File: config.mk
export PLATFORM = sky130hd
export DESIGN_NAME = sce_engine
export DESIGN_NICKNAME = d
export VERILOG_FILES = /design/src/rtl/sce_pkg.sv /design/src/rtl/sce_supply_ctrl.sv /design/src/rtl/sce_engine.sv
export SDC_FILE = /design/constraint.sdc
export NUM_CORES = 1
export LEC_CHECK = 0
export ABC_AREA = 0
export BUFFER_PORTS_ARGS = -buffer_cell sky130_fd_sc_hd__buf_2
export CORE_UTILIZATION = 61
export CTS_CLUSTER_SIZE = 40
export DETAILED_ROUTE_END_ITERATION = 7
export GPL_ROUTABILITY_DRIVEN = 0
export GPL_TIMING_DRIVEN = 0
export PLACE_DENSITY = 0.81
export SLEW_MARGIN = 20
export SYNTH_ARGS = -nofsm -noshare
export SYNTH_HDL_FRONTEND = slang
export SYNTH_SLANG_ARGS = --single-unit
File: constraint.sdc
create_clock -name clk -period 3.9 [get_ports clk]
set_clock_uncertainty 0.15 [all_clocks]
set_input_delay 0.585 -clock clk [delete_from_list [all_inputs] [get_ports clk]]
set_output_delay 0.585 -clock clk [all_outputs]
set_load 0.01 [all_outputs]
File: src/rtl/sce_pkg.sv
package sce_pkg;
  localparam longint CLK_PERIOD_NS = 4;
  localparam longint PULSE_NS = 40_000_000;
  localparam longint QUIET_NS = 1_200_000_000;
  localparam longint PERIOD_LSB_NS = 2_560_000;
  localparam int PULSE_CYCLES = int'(PULSE_NS / CLK_PERIOD_NS);
  localparam int QUIET_CYCLES = int'(QUIET_NS / CLK_PERIOD_NS);
  localparam int PERIOD_LSB_CYCLES = int'(PERIOD_LSB_NS / CLK_PERIOD_NS);
  localparam int ALG_CYCLES = 8;
  localparam logic [7:0] DEB_STEPS_RESET = 8'h0A;
  localparam int SRC_CLR_BIT = 7;
  localparam int SRC_DET_BIT = 5;
  localparam int SRC_PER_BIT = 4;
  localparam int SRC_OVF_BIT = 3;
  localparam int SRC_INC_BIT = 2;

  typedef enum logic [0:0] {
    EXEC_IDLE = 1'b0,
    EXEC_RUN = 1'b1
  } sce_exec_state_type;

  typedef struct packed {
    logic step_engine_enable;
    logic step_engine_reinit;
    logic scaling_enable;
    logic [3:0] scaling_duration_threshold;
    logic [3:0] scaling_window_count;
    logic [7:0] debounce_step_count;
    logic classifier_enable;
    logic false_positive_reject_enable;
    logic event_latch_enable;
    logic [15:0] step_period_length;
  } sce_cfg_type;
endpackage

File: src/rtl/sce_supply_ctrl.sv
`timescale 1ns/1ps
module sce_supply_ctrl
  import sce_pkg::*;
(
  // Clock and reset
  input wire logic clk,
  input wire logic arst_n,
  // Execution tracking
  input wire logic busy_next,
  input wire logic exec_start,
  input wire logic exec_end,
  // Configuration
  input wire logic scaling_enable,
  input wire logic [3:0] dur_threshold,
  input wire logic [3:0] window_count,
  // Result
  output logic supply_operating
);
  typedef struct packed {
    logic [3:0] dur;
    logic [3:0] wins;
    logic final_done;
    logic scaling_off;
    logic supply;
  } sce_sup_state_type;

  sce_sup_state_type st_reg, st_next;

  always_comb
  begin
    st_next = st_reg;
    if (exec_start)
      st_next.dur = 4'h0;
    else if (busy_next && st_reg.dur != 4'hF)
      st_next.dur = st_reg.dur + 4'h1;
    if (exec_end && !st_reg.final_done)
    begin
      if (st_reg.dur >= dur_threshold)
      begin
        st_next.scaling_off = 1'b1;
        st_next.final_done = 1'b1;
      end
      else if (window_count != 4'h0)
      begin
        st_next.wins = st_reg.wins + 4'h1;
        st_next.final_done = (st_reg.wins + 4'h1) == window_count;
      end
    end
    // Re-enabling starts a fresh evaluation
    if (!scaling_enable)
    begin
      st_next.wins = 4'h0;
      st_next.final_done = 1'b0;
      st_next.scaling_off = 1'b0;
    end
    st_next.supply = !scaling_enable || st_next.scaling_off || busy_next;
  end

  always_ff @(posedge clk or negedge arst_n)
  begin
    if (!arst_n)
      st_reg <= '{dur: 4'h0, wins: 4'h0, final_done: 1'b0,
                  scaling_off: 1'b0, supply: 1'b1};
    else
      st_reg <= st_next;
  end

  assign supply_operating = st_reg.supply;
endmodule

File: src/rtl/sce_engine.sv
`timescale 1ns/1ps
module sce_engine
  import sce_pkg::*;
#(
  parameter int PULSE_LEN = PULSE_CYCLES,
  parameter int QUIET_LEN = QUIET_CYCLES,
  parameter int PERIOD_LSB_LEN = PERIOD_LSB_CYCLES
)
(
  // Clock and reset
  input wire logic clk,
  input wire logic arst_n,
  // Sample stream
  input wire logic data_ready,
  input wire logic step_hit,
  input wire logic walk_seen,
  // Configuration
  input wire sce_cfg_type cfg,
  // Host access
  input wire logic src_wr,
  input wire logic [7:0] src_wdata,
  input wire logic status_rd,
  input wire logic exec_status_rd,
  // Results
  output logic [15:0] step_total,
  output logic [7:0] pedometer_event_source,
  output logic exec_done_flag,
  output logic exec_overrun_flag,
  output logic step_irq,
  output logic supply_operating
);
  typedef struct packed {
    sce_exec_state_type fsm;
    logic [3:0] run_cnt;
    logic hit;
    logic walk;
    logic done;
    logic ovr;
    logic [15:0] total;
    logic [7:0] deb;
    logic armed;
    logic [31:0] quiet;
    logic [31:0] lsb_cnt;
    logic [15:0] per_cnt;
    logic per_step;
    logic [31:0] pulse;
    logic irq;
    logic [7:0] src;
  } sce_state_type;

  sce_state_type s_reg, s_next;
  logic exec_start, exec_end, counted;
  logic [16:0] sum;

  always_comb
  begin
    s_next = s_reg;
    exec_start = 1'b0;
    exec_end = 1'b0;
    counted = 1'b0;
    sum = 17'h00000;
    if (exec_status_rd)
      s_next.ovr = 1'b0;
    if (data_ready && s_reg.fsm == EXEC_RUN)
      s_next.ovr = 1'b1;
    case (s_reg.fsm)
      EXEC_IDLE:
      begin
        if (data_ready)
        begin
          exec_start = 1'b1;
          s_next.fsm = EXEC_RUN;
          s_next.run_cnt = 4'(ALG_CYCLES - 1);
          s_next.hit = step_hit;
          s_next.walk = walk_seen;
        end
      end
      EXEC_RUN:
      begin
        if (s_reg.run_cnt == 4'h0)
        begin
          exec_end = 1'b1;
          s_next.fsm = EXEC_IDLE;
        end
        else
          s_next.run_cnt = s_reg.run_cnt - 4'h1;
      end
      default:
        s_next.fsm = EXEC_IDLE;
    endcase
    s_next.done = s_next.fsm == EXEC_IDLE;

    if (s_reg.quiet >= 32'(QUIET_LEN - 1))
    begin
      s_next.deb = 8'h00;
      s_next.armed = 1'b0;
    end
    else
      s_next.quiet = s_reg.quiet + 32'h1;

    // step accepted only when enabled, and walking if classifier and false-positive reject are both on
    if (exec_end && cfg.step_engine_enable && s_reg.hit
        && (!(cfg.classifier_enable && cfg.false_positive_reject_enable)
            || s_reg.walk))
    begin
      s_next.quiet = 32'h0;
      if (s_reg.armed)
      begin
        counted = 1'b1;
        sum = {1'b0, s_reg.total} + 17'h00001;
      end
      else if (s_reg.deb + 8'h01 >= cfg.debounce_step_count)
      begin
        counted = 1'b1;
        s_next.armed = 1'b1;
        sum = {1'b0, s_reg.total} + {9'h000, s_reg.deb} + 17'h00001;
      end
      else
        s_next.deb = s_reg.deb + 8'h01;
    end
    if (counted)
    begin
      s_next.total = sum[15:0];
      s_next.per_step = 1'b1;
    end

    // event clearing by pulse end or status read
    if (s_reg.pulse != 32'h0)
      s_next.pulse = s_reg.pulse - 32'h1;
    if ((!cfg.event_latch_enable && s_reg.pulse == 32'h1)
        || (cfg.event_latch_enable && status_rd))
    begin
      s_next.irq = 1'b0;
      s_next.src[SRC_DET_BIT] = 1'b0;
      s_next.src[SRC_PER_BIT] = 1'b0;
      s_next.src[SRC_OVF_BIT] = 1'b0;
      s_next.src[SRC_INC_BIT] = 1'b0;
    end
    if (counted)
    begin
      s_next.src[SRC_DET_BIT] = 1'b1;
      // increment flag only without a period
      if (cfg.step_period_length == 16'h0000)
      begin
        s_next.src[SRC_INC_BIT] = 1'b1;
        s_next.irq = 1'b1;
        s_next.pulse = 32'(PULSE_LEN);
      end
      if (sum[16])
        s_next.src[SRC_OVF_BIT] = 1'b1;
    end

    if (cfg.step_period_length == 16'h0000)
    begin
      s_next.lsb_cnt = 32'h0;
      s_next.per_cnt = 16'h0000;
      s_next.per_step = 1'b0;
    end
    else if (s_reg.lsb_cnt >= 32'(PERIOD_LSB_LEN - 1))
    begin
      s_next.lsb_cnt = 32'h0;
      if (s_reg.per_cnt + 16'h0001 >= cfg.step_period_length)
      begin
        s_next.per_cnt = 16'h0000;
        s_next.per_step = 1'b0;
        if (s_reg.per_step || counted)
        begin
          s_next.src[SRC_PER_BIT] = 1'b1;
          s_next.irq = 1'b1;
          s_next.pulse = 32'(PULSE_LEN);
        end
      end
      else
        s_next.per_cnt = s_reg.per_cnt + 16'h0001;
    end
    else
      s_next.lsb_cnt = s_reg.lsb_cnt + 32'h1;

    // reinit clears algorithm state, not the total
    if (cfg.step_engine_reinit)
    begin
      s_next.deb = 8'h00;
      s_next.armed = 1'b0;
      s_next.quiet = 32'h0;
      s_next.lsb_cnt = 32'h0;
      s_next.per_cnt = 16'h0000;
      s_next.per_step = 1'b0;
    end

    if (s_reg.src[SRC_CLR_BIT])
    begin
      s_next.total = 16'h0000;
      s_next.src[SRC_CLR_BIT] = 1'b0;
    end
    if (src_wr && src_wdata[SRC_CLR_BIT])
      s_next.src[SRC_CLR_BIT] = 1'b1;
    s_next.src[6] = 1'b0;
    s_next.src[1:0] = 2'b00;
  end

  always_ff @(posedge clk or negedge arst_n)
  begin
    if (!arst_n)
      s_reg <= '{fsm: EXEC_IDLE, run_cnt: 4'h0, hit: 1'b0, walk: 1'b0,
                 done: 1'b1, ovr: 1'b0, total: 16'h0000, deb: 8'h00,
                 armed: 1'b0, quiet: 32'h0, lsb_cnt: 32'h0,
                 per_cnt: 16'h0000, per_step: 1'b0, pulse: 32'h0,
                 irq: 1'b0, src: 8'h00};
    else
      s_reg <= s_next;
  end

  sce_supply_ctrl u_supply (
    .clk(clk),
    .arst_n(arst_n),
    .busy_next(s_next.fsm == EXEC_RUN),
    .exec_start(exec_start),
    .exec_end(exec_end),
    .scaling_enable(cfg.scaling_enable),
    .dur_threshold(cfg.scaling_duration_threshold),
    .window_count(cfg.scaling_window_count),
    .supply_operating(supply_operating)
  );

  assign step_total = s_reg.total;
  assign pedometer_event_source = s_reg.src;
  assign exec_done_flag = s_reg.done;
  assign exec_overrun_flag = s_reg.ovr;
  assign step_irq = s_reg.irq;
endmodule

==> impl_metrics.csv <==
group,metric,value,unit
clocking,cts_buffers,17,
power_and_ir_drop,switching_share,25.44,%
sta,min_period_over_period,94.19,%
route,drt-pass1-iter-count,5,
floorplan,io_pins,82,
global_routing,grt_usage,28.87,%
global_routing,met3_usage,4.838,%
sta,finalSetupViolCount,0,
floorplan,die_area,0.01690,mm²
power_and_ir_drop,power.leakage,5.063,nW
route,wl_per_cell,16.18,µm
global_routing,antenna_found_initial,0,
yosys,yosys.area.top_type,"dfrtp_1",
yosys,syn_avg_cell_area,9.316,µm²
yosys,ys_warn_count,0,
min_path,hold_class,"in2reg",
job,cap_violations,0,
yosys,netlist.area_leader.share,40.56,%
yosys,synth_seq_cells,164,
floorplan,core_area,0.01594,mm²
yosys,synth_area_leaders,"dfrtp_1, ha_1, xnor2_1, nor2_1, xor2_1",
yosys,synthesis.area,0.009996,mm²
sta,hold_viol_final,0,
yosys,synth-seq-area-share,41.08,%
worst_setup_path,path_cells,"nand3_1 -> nor2_2 -> and3_1 -> xor2_1 -> ha_1 -> a211oi_1 -> o21ai_0 -> a221o_1 -> a31oi_4 -> a221oi_2 -> or3b_2",
power_and_ir_drop,power.internal,3.126,mW
sta,rsz0062_at_grt,"no",
worst_setup_path,crit_path_max_fanout,7,
global_routing,grt_max_degree,96,
floorplan,die_y,130.0,µm
yosys,synthArstFlopShare,100.0,%
route,dr.first_iter.drc_count,484,
finish,area_growth,14.24,%
clocking,clock_latency,0.43,ns
finish,nets,1282,
route,drc,0,
power_and_ir_drop,p_comb_share,11.0,%
global_routing,globalRouteMet1Util,37.50,%
yosys,synth.most_common_cell,"dfrtp_1",
outcome,status,"finished clean",
yosys,syn_inst,1073,
global_routing,grt_pass1_vias,7998,
global_routing,grt_pass1_wl,38170,µm
power_and_ir_drop,ir_drop,0.3253,mV
clocking,cts-htree-levels,4,
yosys,synth_common_cells,"dfrtp_1, nor2_1, nand2_1",
power_and_ir_drop,seqPwrFrac,44.6,%
clocking,clock_sinks,164,
place,portBuffers,71,
worst_setup_path,crit_type,"reg2reg",
floorplan,rows,46,
place,hpwlAfterDp,15930,µm
power_and_ir_drop,p_total,4.192,mW
worst_setup_path,worstSetupStartpointType,"flop",
power_and_ir_drop,p_per_area,367.1,mW/mm²
finish,final_layout_size_suffix_gt1_share,15.42,%
sta,worst_pin_slew,0.7520,ns
sta,drv_slew,0,
global_routing,grt_overflow,0,
yosys,synth_flop_cell,"dfrtp_1",
worst_setup_path,cp_slowest_stage_delay,0.49,ns
sta,relSlewSlack,49.53,%
finish,postLayoutCoreUtil,71.63,%
worst_setup_path,crit_arrival,3.83,ns
finish,antenna_cells,0,
finish,largest_reg_flops,129,
worst_setup_path,critical_path_required,4.06,ns
power_and_ir_drop,switchingPower,1.066,mW
floorplan,chipWidth,130.0,µm
global_routing,met2_usage,48.82,%
route,vias,8302,
clocking,cts_root_buf,"clkbuf_16",
worst_setup_path,ff2ff_setup_slack,0.23,ns
worst_setup_path,slowest_stage,"or3b_2",
global_routing,top_usage_layer,"met2",
clocking,cts_tree,"done",
power_and_ir_drop,clkPwrFrac,44.4,%
clocking,clock_path_buffers,2,
route,vias_per_cell,5.892,
yosys,ys_types,83,
route,wl,22790,µm
sta,finalCriticalPeriod,3.673,ns
worst_setup_path,end_kind,"flop",
yosys,synth_edf_count,0,
floorplan,start_util,62.70,%
route,ant_nets,0,
sta,max_freq,272.2,MHz
clocking,clkSlewWorstSetupHoldPaths,0.06,ns
[metrics by stage]
step	hold slack (ns)	setup slack [ns]	area (µm²)	setup TNS, ns	std cells
after global placement	0.3053	-0.3819	10670	-70.24	1374
after floorplan	0.1394	0.3316	10050	0	1087
after CTS	0.1952	0.001949	11390	0	1408
after global routing	0.1915	0.003682	11420	0	1409
final	0.1950	0.2267	11420	0	1409
after detailed placement	0.3170	-0.4303	10710	-15.25	1375
[placed cells by master, fill, tap and decap left out, types with 33 or more instances in the layout]
cell type	n
dfrtp_1	162
nor2_1	118
xnor2_1	65
nand3_1	44
a21oi_1	36
buf_2	77
xor2_1	39
o21ai_0	33
ha_1	47
nand2_1	66
inv_1	51
[logic make-up after synthesis]
family / Yosys count / share of synthesized area (%)
xor gates and xnor gates: 104 / 9.113
other: 1 / 0.03752
muxes: 18 / 1.903
adders and majority gates: 48 / 6.083
buffers and inverters: 108 / 5.057
AOI/OAI and AO/OA: 190 / 13.82
DFF: 164 / 41.08
and+or+nand+nor: 440 / 22.91
[worst max-delay path, delay by kind of cell (launching register included)]
kind	cells	cell delay, ns
XOR/XNOR	1	0.24
adder cells (fa/ha/maj)	1	0.29
flip-flops	1	0.45
AO/OA/AOI/OAI	5	1.11
AND/OR/NAND/NOR	4	1.29
[worst paths after layout]
path | start | end | depth (start not counted)
worst min-delay path | exec_status_rd | exec_overrun_flag | 2
worst max register to register | s_reg[44] | s_reg[28] | 11
worst min register to register | step_irq | step_irq | 1
worst max-delay path | s_reg[44] | s_reg[28] | 11
min in group asynchronous | arst_n | s_reg[87] | 2
max in group asynchronous | arst_n | s_reg[122] | 3
[per-layer routing]
metal	share of wire (%)	routed length, µm	up-vias
met3	5.4	1230	36
met1	44	9985	4001
met5	0	0	-
met2	49	11140	222
li1	-	-	4043
met4	1.9	439	0
[repair_timing]
item,in CTS,in global routing
buffers inserted,0,2
gates resized for setup,4,4
endpoints found under the setup margin,51,50
hold buffers,1,0
endpoints found under the hold margin,69,0
[power groups by stage]
stage               Combinational [mW]  Sequential, mW  Clock (mW)
global route                     0.531            1.88        1.96
finish                           0.462            1.87        1.86
CTS                              0.469            1.87        1.88
detailed placement               0.455            1.89           0
floorplan                        0.300            1.88           0
global placement                 0.429            1.89           0
[area by class of cell]
cell class                 instances  area, µm²
multi-input combinational        815       5470
inverter                          51      191.4
clock inverter                    14      221.5
fill                            1194       4523
timing repair buffer              75      417.9
clock buffer                      18      429.2
buffer                            56      312.8
tap                              216      270.3
sequential                       164       4106
Power figures use the tool's default switching activity.
